## src/rtl/rx_dec_consts.vh

```
// Constants for the receive 8B/10B decode stage and receiver state machine.
// Assumes inclusion by bare name from the rtl/ directory.
`ifndef RX_DEC_CONSTS_VH
`define RX_DEC_CONSTS_VH

// Functional mode codes on MODE_SEL
`define MODE_BASIC      3'h0
`define MODE_GIGE       3'h1
`define MODE_PIPE       3'h2
`define MODE_XAUI       3'h3
`define MODE_SRIO       3'h4
`define MODE_SDI        3'h5

// Running disparity encoding and reset value
`define RD_NEG          1'b0
`define RD_POS          1'b1
`define RD_RESET        1'b0

// Special 6b and 4b sub-blocks
`define K28_NEG_6B      6'h0F
`define K28_POS_6B      6'h30
`define D07_NEG_6B      6'h38
`define D07_POS_6B      6'h07
`define X3_NEG_4B       4'hC
`define X3_POS_4B       4'h3
`define P7_NEG_4B       4'hE
`define P7_POS_4B       4'h1
`define A7_NEG_4B       4'h7
`define A7_POS_4B       4'h8

// Character values
`define CHAR_K28_0      8'h1C
`define CHAR_K28_3      8'h7C
`define CHAR_K28_5      8'hBC
`define CHAR_K30_7      8'hFE
`define XGMII_IDLE      8'h07
`define XGMII_ERROR     8'hFE

// Pipeline depth from CODE_IN to DATA_OUT, in clock cycles
`define DECODE_LATENCY  2

`endif

```

## src/rtl/rx_8b10b_decode_state_machine.v

```verilog
// Receive 8B/10B decoder with mode-dependent receiver state machine.
// Assumes code groups arrive from the rate matcher on CLK_SYS, the parallel
// recovered clock, bit 9 = a (first bit) down to bit 0 = j.
`include "rx_dec_consts.vh"
`timescale 1ns/1ps
`default_nettype none

// Function
// Each 10-bit code group is decoded into an 8-bit value plus a 1-bit control indicator.
// The decoder works in every functional mode whatever protocol is chosen.
// The control indicator is high for a Kx.y group and low for a Dx.y group.
// A group outside both the data and control code sets raises the code error flag.
// A group with wrong running disparity raises both the disparity and the code error flag.
// Both error flags travel with the same latency as their group and leave with its data.
// The state machine acts only in Basic, gigabit Ethernet, PIPE and XAUI modes; else data passes.
// In gigabit Ethernet mode an invalid group is replaced by K30.7.
// In XAUI mode each PCS code group is mapped to its XGMII code group.
// All of this logic runs on the parallel recovered clock; the deserializer uses the serial one.
// A running disparity is kept, updated after each group, and checked against the standard tables.
// Downstream logic samples data, control and error flags together as one aligned word.
module rx_8b10b_decode_state_machine (
  input  wire       CLK_SYS,
  input  wire       RST_N,
  input  wire [9:0] CODE_IN,
  input  wire       CODE_VALID,
  input  wire [2:0] MODE_SEL,
  output reg  [7:0] DATA_OUT,
  output reg        CTRL_OUT,
  output reg        CODE_ERR,
  output reg        DISP_ERR,
  output reg        DATA_VALID
);

  // 6b sub-block to EDCBA; bit 5 marks a valid data code
  function [5:0] dec6;
    input [5:0] c;
    begin
      case (c)
        6'h27:        dec6 = {1'b1, 5'd0};
        6'h18:        dec6 = {1'b1, 5'd0};
        6'h1D:        dec6 = {1'b1, 5'd1};
        6'h22:        dec6 = {1'b1, 5'd1};
        6'h2D:        dec6 = {1'b1, 5'd2};
        6'h12:        dec6 = {1'b1, 5'd2};
        6'h31:        dec6 = {1'b1, 5'd3};
        6'h35:        dec6 = {1'b1, 5'd4};
        6'h0A:        dec6 = {1'b1, 5'd4};
        6'h29:        dec6 = {1'b1, 5'd5};
        6'h19:        dec6 = {1'b1, 5'd6};
        6'h38:        dec6 = {1'b1, 5'd7};
        6'h07:        dec6 = {1'b1, 5'd7};
        6'h39:        dec6 = {1'b1, 5'd8};
        6'h06:        dec6 = {1'b1, 5'd8};
        6'h25:        dec6 = {1'b1, 5'd9};
        6'h15:        dec6 = {1'b1, 5'd10};
        6'h34:        dec6 = {1'b1, 5'd11};
        6'h0D:        dec6 = {1'b1, 5'd12};
        6'h2C:        dec6 = {1'b1, 5'd13};
        6'h1C:        dec6 = {1'b1, 5'd14};
        6'h17:        dec6 = {1'b1, 5'd15};
        6'h28:        dec6 = {1'b1, 5'd15};
        6'h1B:        dec6 = {1'b1, 5'd16};
        6'h24:        dec6 = {1'b1, 5'd16};
        6'h23:        dec6 = {1'b1, 5'd17};
        6'h13:        dec6 = {1'b1, 5'd18};
        6'h32:        dec6 = {1'b1, 5'd19};
        6'h0B:        dec6 = {1'b1, 5'd20};
        6'h2A:        dec6 = {1'b1, 5'd21};
        6'h1A:        dec6 = {1'b1, 5'd22};
        6'h3A:        dec6 = {1'b1, 5'd23};
        6'h05:        dec6 = {1'b1, 5'd23};
        6'h33:        dec6 = {1'b1, 5'd24};
        6'h0C:        dec6 = {1'b1, 5'd24};
        6'h26:        dec6 = {1'b1, 5'd25};
        6'h16:        dec6 = {1'b1, 5'd26};
        6'h36:        dec6 = {1'b1, 5'd27};
        6'h09:        dec6 = {1'b1, 5'd27};
        6'h0E:        dec6 = {1'b1, 5'd28};
        6'h2E:        dec6 = {1'b1, 5'd29};
        6'h11:        dec6 = {1'b1, 5'd29};
        6'h1E:        dec6 = {1'b1, 5'd30};
        6'h21:        dec6 = {1'b1, 5'd30};
        6'h2B:        dec6 = {1'b1, 5'd31};
        6'h14:        dec6 = {1'b1, 5'd31};
        default:      dec6 = {1'b0, 5'd0};
      endcase
    end
  endfunction

  // 4b sub-block to HGF; bit 3 marks a valid code
  function [3:0] dec4;
    input [3:0] c;
    begin
      case (c)
        4'hB:                   dec4 = {1'b1, 3'd0};
        4'h4:                   dec4 = {1'b1, 3'd0};
        4'h9:                   dec4 = {1'b1, 3'd1};
        4'h5:                   dec4 = {1'b1, 3'd2};
        4'hC:                   dec4 = {1'b1, 3'd3};
        4'h3:                   dec4 = {1'b1, 3'd3};
        4'hD:                   dec4 = {1'b1, 3'd4};
        4'h2:                   dec4 = {1'b1, 3'd4};
        4'hA:                   dec4 = {1'b1, 3'd5};
        4'h6:                   dec4 = {1'b1, 3'd6};
        4'hE:                   dec4 = {1'b1, 3'd7};
        4'h1:                   dec4 = {1'b1, 3'd7};
        4'h7:                   dec4 = {1'b1, 3'd7};
        4'h8:                   dec4 = {1'b1, 3'd7};
        default:                dec4 = {1'b0, 3'd0};
      endcase
    end
  endfunction

  function [2:0] ones6;
    input [5:0] c;
    begin
      ones6 = {2'b00, c[0]} + {2'b00, c[1]} + {2'b00, c[2]}
            + {2'b00, c[3]} + {2'b00, c[4]} + {2'b00, c[5]};
    end
  endfunction

  function [2:0] ones4;
    input [3:0] c;
    begin
      ones4 = {2'b00, c[0]} + {2'b00, c[1]} + {2'b00, c[2]} + {2'b00, c[3]};
    end
  endfunction

  reg        rd_q;
  reg        rd_d;
  reg  [7:0] dec_data_q;
  reg        dec_ctrl_q;
  reg        dec_cerr_q;
  reg        dec_derr_q;
  reg        dec_valid_q;

  wire [5:0] c6     = CODE_IN[9:4];
  wire [3:0] c4     = CODE_IN[3:0];
  wire       bit_e  = CODE_IN[5];
  wire       bit_i  = CODE_IN[4];
  wire       k28    = (c6 == `K28_NEG_6B) || (c6 == `K28_POS_6B);
  wire [3:0] c4n    = (c6 == `K28_POS_6B) ? ~c4 : c4;
  wire [5:0] f6     = dec6(c6);
  wire [3:0] f4     = dec4(c4n);
  wire [4:0] x5     = k28 ? 5'd28 : f6[4:0];
  wire       v6     = f6[5] | k28;
  wire       is_p7  = (c4n == `P7_NEG_4B) || (c4n == `P7_POS_4B);
  wire       is_a7  = (c4n == `A7_NEG_4B) || (c4n == `A7_POS_4B);
  wire       kx7    = (x5 == 5'd23) || (x5 == 5'd27) || (x5 == 5'd29) || (x5 == 5'd30);
  wire       k_alt  = is_a7 && (bit_e ^ bit_i) && kx7 && f6[5] && !k28;
  wire       is_k   = k28 || k_alt;
  wire       a7_ok  = (bit_e && bit_i && (c4 == `A7_NEG_4B)) || (!bit_e && !bit_i && (c4 == `A7_POS_4B));
  wire       p7_bad = k28 || (bit_e && bit_i && (c4 == `P7_NEG_4B)) || (!bit_e && !bit_i && (c4 == `P7_POS_4B));
  wire [2:0] n6     = ones6(c6);
  wire [2:0] n4     = ones4(c4);

  // Running disparity through both sub-blocks
  reg rd_mid;
  reg derr;
  reg cerr;
  always @* begin
    derr   = 1'b0;
    rd_mid = rd_q;
    if (n6 > 3'd3) begin
      derr   = (rd_q == `RD_POS);
      rd_mid = `RD_POS;
    end else if (n6 < 3'd3) begin
      derr   = (rd_q == `RD_NEG);
      rd_mid = `RD_NEG;
    end else if ((c6 == `D07_NEG_6B) && (rd_q == `RD_POS)) begin
      derr   = 1'b1;
    end else if ((c6 == `D07_POS_6B) && (rd_q == `RD_NEG)) begin
      derr   = 1'b1;
    end
    rd_d = rd_mid;
    if (n4 > 3'd2) begin
      derr = derr | (rd_mid == `RD_POS);
      rd_d = `RD_POS;
    end else if (n4 < 3'd2) begin
      derr = derr | (rd_mid == `RD_NEG);
      rd_d = `RD_NEG;
    end else if ((c4 == `X3_NEG_4B) && (rd_mid == `RD_POS)) begin
      derr = 1'b1;
    end else if ((c4 == `X3_POS_4B) && (rd_mid == `RD_NEG)) begin
      derr = 1'b1;
    end
    cerr = !v6 || !f4[3] || (is_p7 && p7_bad)
         || (is_a7 && !k28 && !k_alt && !a7_ok) || derr;
  end

  // Decode stage, active in every mode
  always @(posedge CLK_SYS) begin
    if (!RST_N) begin
      rd_q        <= `RD_RESET;
      dec_data_q  <= 8'h00;
      dec_ctrl_q  <= 1'b0;
      dec_cerr_q  <= 1'b0;
      dec_derr_q  <= 1'b0;
      dec_valid_q <= 1'b0;
    end else begin
      dec_valid_q <= CODE_VALID;
      if (CODE_VALID) begin
        rd_q       <= rd_d;
        dec_data_q <= {f4[2:0], x5};
        dec_ctrl_q <= is_k;
        dec_cerr_q <= cerr;
        dec_derr_q <= derr;
      end
    end
  end

  // Receiver state machine stage
  wire sm_active = (MODE_SEL == `MODE_BASIC) || (MODE_SEL == `MODE_GIGE)
                || (MODE_SEL == `MODE_PIPE)  || (MODE_SEL == `MODE_XAUI);
  reg [7:0] sm_data;
  reg       sm_ctrl;
  always @* begin
    sm_data = dec_data_q;
    sm_ctrl = dec_ctrl_q;
    if (sm_active) begin
      case (MODE_SEL)
        `MODE_GIGE: begin
          if (dec_cerr_q) begin
            sm_data = `CHAR_K30_7;
            sm_ctrl = 1'b1;
          end
        end
        `MODE_XAUI: begin
          if (dec_cerr_q) begin
            sm_data = `XGMII_ERROR;
            sm_ctrl = 1'b1;
          end else if (dec_ctrl_q && ((dec_data_q == `CHAR_K28_5) ||
                   (dec_data_q == `CHAR_K28_0) || (dec_data_q == `CHAR_K28_3))) begin
            sm_data = `XGMII_IDLE;
          end
        end
        `MODE_BASIC: begin
          // Active, no substitution
          sm_data = dec_data_q;
          sm_ctrl = dec_ctrl_q;
        end
        `MODE_PIPE: begin
          // Active, no substitution
          sm_data = dec_data_q;
          sm_ctrl = dec_ctrl_q;
        end
        default: begin
          sm_data = dec_data_q;
          sm_ctrl = dec_ctrl_q;
        end
      endcase
    end
  end

  // Output stage; flags ride with their group
  always @(posedge CLK_SYS) begin
    if (!RST_N) begin
      DATA_OUT   <= 8'h00;
      CTRL_OUT   <= 1'b0;
      CODE_ERR   <= 1'b0;
      DISP_ERR   <= 1'b0;
      DATA_VALID <= 1'b0;
    end else begin
      DATA_VALID <= dec_valid_q;
      if (dec_valid_q) begin
        DATA_OUT <= sm_data;
        CTRL_OUT <= sm_ctrl;
        CODE_ERR <= dec_cerr_q;
        DISP_ERR <= dec_derr_q;
      end
    end
  end

endmodule // rx_8b10b_decode_state_machine

`default_nettype wire

```

## config.mk

```make
export PLATFORM = sky130hd
export DESIGN_NAME = rx_8b10b_decode_state_machine
export DESIGN_NICKNAME = d
export VERILOG_FILES = /design/src/rtl/rx_8b10b_decode_state_machine.v
export VERILOG_INCLUDE_DIRS = /design/src /design/src/rtl
export SDC_FILE = /design/constraint.sdc
export NUM_CORES = 1
export LEC_CHECK = 0
export BUFFER_PORTS_ARGS = -buffer_cell sky130_fd_sc_hd__buf_2
export CORE_MARGIN = 4
export CORE_UTILIZATION = 54
export CTS_CLUSTER_SIZE = 16
export DETAILED_ROUTE_END_ITERATION = 8
export PLACE_DENSITY = 0.74
export SYNTH_ARGS = -nofsm -noshare
export SYNTH_HDL_FRONTEND = slang
export SYNTH_SLANG_ARGS = --single-unit
export TNS_END_PERCENT = 30
```

## constraint.sdc

```tcl
create_clock -name CLK_SYS -period 2.79 [get_ports CLK_SYS]
set_clock_uncertainty 0.05 [all_clocks]
set_input_delay 0.1395 -clock CLK_SYS [delete_from_list [all_inputs] [get_ports CLK_SYS]]
set_output_delay 0.1395 -clock CLK_SYS [all_outputs]
set_load 0.01 [all_outputs]
```

==> summary.md, run 1 <==
| Metric | Value |
|---|---|
| Sequential share of the synthesized area | 20.1% |
| Final worst setup slack | -0.00726 ns |
| FMAX | 357 MHz |
| Worst skew pair latency | roughly 0.26 ns |
| Crit path DAT | 2.96 ns |
| Final hold viol count | 0 |
| Final period utilization | 100% |
| Synthesized area | 2490 um2 |
| Cell variety after synth | 58 |
| # Post-CTS Setup Buffers | 0 |
| Die Ht | ~76 um |
| Synth top cells by count | o21ai_0 (34), nand2_1 (30), dfxtp_1 (25) |
| Wirelength per Cell | 14.5 um |
| Total chip power | 1.01 mW |
| R2R Path Start | dec_valid_q |
| Worst Setup End Kind | flop |
| Cells after Synth | 332 |
| Max Cap Viol | 0 |
| Num CTS Buffers | 3 |
| Status | finished, violations left |
| Slowest stage cell, crit path | fa_1 |
| Initial antenna violation count | 0 |
| Top cell type's share of synthesized area | 20.1% |
| Horiz. Die Dim | approximately 76 um |
| Synth Area in Compound Gates | 28.6% |
| Top delay family on crit path | adder cells |
| TritonCTS clock tree | built |
| Hold Path Origin | MODE_SEL[2] |
| Core footprint | 4410 um2 |
| Initial Util | between 50% and 60% |
| CP bufs+invs | 4 |
| Via count of the first global-routing pass | 2329 |
| Row Count | 24 |
| Final Max Slew Viols | 0 |
| CP cell instances | buf_6 > fa_1 > inv_1 > fa_1 > inv_1 > ha_2 > inv_2 > fa_1 > nand2b_4 > a221oi_2 > a21oi_1 > o211a_1 > a31oi_1 > a211o_1 |
| Critical path type | primary input to flop |
| DRT Pass-1 Iters | 5 |
| Lkg Pwr | 1.28 nW |
| Nets | 412 |
| Port bufs | 27 |
| DR vias/cell | 6.11 |
| Grt total ovfl | 0 |
| Simple-Gate Fraction of Synth Area | 25.3% |
| Syn nets | 372 |
| Clock Sinks | 25 |
| 1st-iter DRT viols | 271 |
| CP max FO | 2 |
| Peak supply drop | between 0.00015 and 0.0002 V |
| Slew @ Worst Pin | 0.656 ns |
| P&R area growth vs syn | 16.0% |
| HPWL Detailed | 4640 um |
| Ys async rst share | 0% |
| RSZ-0062 raised after global routing | yes |
| Overall Global Routing Usage | 20.8% |
| Mux contribution to synthesized area | between 4 and 5% |
| Final core occ | 65.5% |
| Routability-driven placement congestion ratio | between 0.9 and 1 |
| Post-CTS Hold Buffers | 0 |
| PwrDens | 349 nW/um2 |
| Detailed-route wire length | 6120 um |
| Xor/xnor cell area share of the yosys netlist | 0.703% |
| Dominant cell type by area after synthesis | dfxtp_1 |
| Hold Path Class | primary input to flop |
| Root buffer cell | clkbuf_8 |
| Synthesis Warnings | 0 |
| Ys flop type | dfxtp_1 |
| Share of post-route cells with drive strength above 1 | 20.5% |
| Crit-path max cell delay | 0.52 ns |
| H-Tree Depth | 1 |
| Top-count cell post-synth | o21ai_0 |
| Die ar. | 5770 um2 |
| CP Launch Type | primary input |
| Slew margin rel. | 56.2% |
| Diodes inserted | 0 |
| Worst-path clk slew | 0.08 ns |
| Bufs on Longest Clock Path | 2 |
| DRC Markers | 0 |
| I/O pin cnt | 28 |
| DP Area | 2830 um2 |
| Largest family of logic cells by synthesized area | compound AO/OA/AOI/OAI gates |
| Mean cell area of the mapped netlist | 7.51 um2 |
| WP data required | just under 3 ns |
| Worst hold slack | 0.196 ns |
| Routed Antenna Nets | 0 |
| Final-layout fill cell count | 394 |
| Failing checks | negative setup slack |
| Setup_tns | -0.00726 ns |
| Largest net degree at the start of global routing | 34 |
| CP startpoint | CODE_IN[4] |
| Top cells by area, synth | dfxtp_1 (20%), ha_1 (10%), o21ai_0 (6.8%), a21oi_1 (4.6%), nand2_1 (4.5%) |
| Clock period minus worst slack | 2.80 ns |
| Most used cell, CP | fa_1 |
| Post-route design area | 2890 um2 |
| Final setup violation count | 1 |
| Vias | 2586 |
| First-pass GRT wire length | about 11000 um |
| EDFF count, synth | 0 |
| Seq cells post-synth | 25 |
| Synth Area in Adders | between 10 and 15% |
## power breakdown
part	internal (mW)	leakage (nW)	switching, mW
clock network	0.102	0.0228	0.103
registers	0.383	0.206	0.0197
logic	0.186	1.05	0.215
total	0.671	1.28	0.338
## cells in the final DEF, fill, tap and decap left out, types with 3 or more instances in the layout
cell      instances
buf_2            26
buf_4            29
nand3_1          10
nor3b_1           4
ha_1             19
nand2_1          30
and2_1            7
clkbuf_8          3
and3b_1           3
dfxtp_1          25
or2_2             5
a21oi_1          23
o311ai_0          3
o21ai_0          33
o211ai_1          3
nor2b_1          14
fa_1              4
mux2i_1           8
a31oi_1           6
a21boi_0          6
nor2_1           10
o22ai_1           5
o211a_1           4
nor3_1            4
o31ai_1           5
nand2b_1          7
inv_1            21
a311oi_1          4
## kinds of logic after synthesis
group / after synthesis
AO/OA/AOI/OAI: 111
XOR/XNOR: 2
adder cells (fa/ha/maj): 26
buffers and inverters: 44
flip-flops: 25
multiplexers: 10
AND/OR/NAND/NOR: 114
## cell type report
class	instances	area, um2	share of cell area, %
clock buffers	4	45.0	1.56
inverters	23	86.3	2.99
multi-input cells	263	1830	63.5
flip-flops and latches	25	500	17.3
well taps	52	65.1	2.25
repair buffers	56	359	12.4
## flip-flops by register name, indices dropped and copies added (netlist names)
| name | flops |
|---|---|
| CODE_ERR | 1 |
| CTRL_OUT | 1 |
| DATA_OUT | 8 |
| DATA_VALID | 1 |
| DISP_ERR | 1 |
| dec_cerr_q | 1 |
| dec_ctrl_q | 1 |
| dec_data_q | 8 |
| dec_derr_q | 1 |
| dec_valid_q | 1 |
| rd_q | 1 |
## metal layers
layer  up-vias  track usage, %  routed length [um]
met3         4            1.90                 265
met4         0            4.98                  38
met5         -               0                   0
li1       1281               -                   -
met1      1218            30.1                2900
met2        83            33.1                2920
## worst min-delay path, stage by stage
cell and delay [ns]:
buf_2 0.08, nor2b_1 0.05, nand4_1 0.10, a31oi_1 0.09
## final timing paths
kind	end	slack [ns]	depth (start not counted)
worst min-delay path	DATA_OUT[1]	0.20	4
worst min register to register	DATA_OUT[2]	0.42	2
worst max register to register	DATA_OUT[0]	1.09	3
worst max-delay path	dec_cerr_q	-0.007	14
## through the flow
step	setup slack [ns]	std cells
global route	-0.105	423
floorplan	-0.0253	332
finish	-0.00726	423
detailed placement	-0.343	419
global placement	-0.236	419
CTS	-0.00340	423
## repair_timing
item                       4_1_cts  5_1_grt
resized for setup                5        1
setup endpoints to repair        2        2
pin swaps                        0        1
No activity file was read; power rests on OpenSTA's default activity.
==> run 2: changes to the inputs <==
--- a/config.mk
+++ b/config.mk
@@ -11,6 +11,7 @@
 export CORE_UTILIZATION = 54
 export CTS_CLUSTER_SIZE = 16
 export DETAILED_ROUTE_END_ITERATION = 8
+export MAX_ROUTING_LAYER = met4
 export PLACE_DENSITY = 0.74
 export SYNTH_ARGS = -nofsm -noshare
 export SYNTH_HDL_FRONTEND = slang
==> run 2 against run 1 <==
The run still ends with negative setup slack left. Power rose by 0.32%. Critical path depth unchanged. Die area did not move. Final cell count did not move. Sequential cell count unchanged. Sequential share of layout area did not move. Critical path type unchanged. Highest routed layer unchanged.
==> summary.md, run 2 (synthesis gave the netlist of run 1 again) <==
| Metric | Value |
|---|---|
| Reg2reg path depth | 3 (unchanged) |
| Diodes inserted | 0 (unchanged) |
| Post-CTS Hold Buffers | 0 (unchanged) |
| Bufs on Longest Clock Path | 2 (unchanged) |
| Routed Antenna Nets | 0 (unchanged) |
| Critical path type | primary input to flop (unchanged) |
| Failing checks | negative setup slack (unchanged) |
| DRT Pass-1 Iters | 5 (unchanged) |
| Largest net degree at the start of global routing | 34 (unchanged) |
| Final setup violation count | 1 (unchanged) |
| Worst Setup End Kind | flop (unchanged) |
| Crit path DAT | 2.96 ns (about the same) |
| RSZ-0062 raised after global routing | yes (unchanged) |
| Sequential group share of total power | 39.8% (was 39.9%) |
| Nets | 412 (unchanged) |
| HPWL Detailed | 4640 um (unchanged) |
| Row Count | 24 (unchanged) |
| PwrDens | 350 nW/um2 (was 349 nW/um2) |
| Status | finished, violations left (unchanged) |
| Internal power | 0.671 mW (about the same) |
| Final period utilization | 100% (about the same) |
| Overall Global Routing Usage | 21.4% (was 20.8%) |
| P_sw | 0.341 mW (was 0.338 mW) |
| 1st-iter DRT viols | 294 (was 271) |
| Slew @ Worst Pin | 0.651 ns (was 0.656 ns) |
| Port bufs | 27 (unchanged) |
| Hold Path Origin | MODE_SEL[2] (unchanged) |
| Final hold viol count | 0 (unchanged) |
| WP data required | 2.95 ns (about the same) |
| Die ar. | 5770 um2 (unchanged) |
| Initial Util | 56.5% (unchanged) |
| Commonest non-fill, non-tap cell in the layout | o21ai_0 (unchanged) |
| DRC Markers | 0 (unchanged) |
| FMAX | 358 MHz (was 357 MHz) |
| First-pass GRT wire length | 10600 um (unchanged) |
| Net Sw Frac | 33.7% (was 33.5%) |
| Vias | 2597 (was 2586) |
| Final Max Slew Viols | 0 (unchanged) |
| Clock Sinks | 25 (unchanged) |
| Horiz. Die Dim | 75.9 um (unchanged) |
| H-Tree Depth | 1 (unchanged) |
| DR vias/cell | 6.14 (was 6.11) |
| CP startpoint | CODE_IN[4] (unchanged) |
| Clock period minus worst slack | 2.80 ns (about the same) |
| Core footprint | 4410 um2 (unchanged) |
| Detailed-route wire length | 6110 um (was 6120 um) |
| Initial antenna violation count | 0 (unchanged) |
| TritonCTS clock tree | built (unchanged) |
| Share of post-route cells with drive strength above 1 | 20.5% (unchanged) |
| Hold path depth | 4 (unchanged) |
| Via count of the first global-routing pass | 2332 (was 2329) |
| I/O pin cnt | 28 (unchanged) |
| Final worst setup slack | -0.00609 ns (was -0.00726 ns) |
| Hold Path Class | primary input to flop (unchanged) |
| Logic pwr share | 39.6% (was 39.7%) |
| # Post-CTS Setup Buffers | 0 (unchanged) |
| Clock power frac | 20.6% (was 20.3%) |
| Lkg Pwr | 1.28 nW (unchanged) |
| Worst skew pair latency | 0.26 ns (about the same) |
| CP Launch Type | primary input (unchanged) |
| Max Cap Viol | 0 (unchanged) |
| CP max FO | 2 (unchanged) |
| Num CTS Buffers | 3 (unchanged) |
| Biggest registers after layout | DATA_OUT (8), dec_data_q (8) (unchanged) |
| Commonest non-fill, non-tap cells in the layout | o21ai_0 (33), nand2_1 (30), buf_4 (29) (unchanged) |
| Grt total ovfl | 0 (unchanged) |
| Inst Count DP | 419 (unchanged) |
| Routability-driven placement congestion ratio | 0.944 (was 0.928) |
| Slew margin rel. | 56.5% (was 56.2%) |
| Worst-path clk slew | 0.08 ns (about the same) |
| Wirelength per Cell | 14.5 um (about the same) |
| P&R area growth vs syn | 16.0% (unchanged) |
| Final core occ | 65.5% (unchanged) |
| Root buffer cell | clkbuf_8 (unchanged) |
| R2R Path Start | dec_valid_q (unchanged) |
| Die Ht | 75.9 um (unchanged) |
| Finished Layout Cells | 423 (unchanged) |
| Peak supply drop | 0.000187 V (about the same) |
## run 2: cell counts in the layout (fill, tap and decap cells not counted)
No cell type changed its count.
## run 2: repair_timing
item,CTS,global route
gates resized for setup,5,1
pin swaps,0,1
setup endpoints to repair,2,2
## run 2: area by class of cell
| cell class | count | area, um2 |
|---|---|---|
| sequential | 25 | 500 |
| timing repair buffer | 56 | 359 |
| fill | 394 | 1520 |
| clock buffer | 4 | 45.0 |
| multi-input combinational | 263 | 1830 |
| inverter | 23 | 86.3 |
| tap | 52 | 65.1 |
## run 2: path summary, 6_finish.rpt
path | end | slack [ns]
max | dec_cerr_q | -0.006
min | DATA_OUT[1] | 0.19
max reg2reg | DATA_OUT[0] | 1.09
min reg2reg | DATA_OUT[2] | 0.42
## run 2: worst max-delay path: stages
cell	delay, ns
buf_6	0.10
fa_1	0.52
inv_1	0.05
fa_1	0.43
inv_1	0.07
ha_2	0.16
inv_2	0.04
fa_1	0.47
nand2b_4	0.17
a221oi_2	0.25
a21oi_1	0.07
o211a_1	0.23
a31oi_1	0.15
a211o_1	0.12
## run 2: power groups by stage
stage / Sequential, mW / Combinational [mW] / Clock (mW)
3_3_place_gp: 0.410 / 0.368 / 0
5_1_grt: 0.407 / 0.447 / 0.229
2_1_floorplan: 0.410 / 0.255 / 0
4_1_cts: 0.403 / 0.397 / 0.211
6_report: 0.403 / 0.401 / 0.208
3_5_place_dp: 0.412 / 0.379 / 0
## run 2: through the flow
stage          cell area (um2)  hold WS [ns]  TNS (ns)  worst slack [ns]  total power [mW]
2_1_floorplan             2500         0.228   -0.0253           -0.0253             0.665
6_report                  2890         0.194  -0.00609          -0.00609              1.01
5_1_grt                   2890         0.242    -0.134            -0.105              1.08
4_1_cts                   2890         0.195  -0.00340          -0.00340              1.01
3_3_place_gp              2830         0.409    -0.446            -0.236             0.779
3_5_place_dp              2830         0.407    -0.639            -0.343             0.791
## run 2: layer usage
layer / vias to the layer above / GRT usage (%) / wire [um]
met1: 1215 / 30.1 / 2900
li1: 1279 / - / -
met4: 0 / 4.98 / 69
met3: 10 / 1.78 / 270
met2: 93 / 33.1 / 2870
met5: - / - / 0
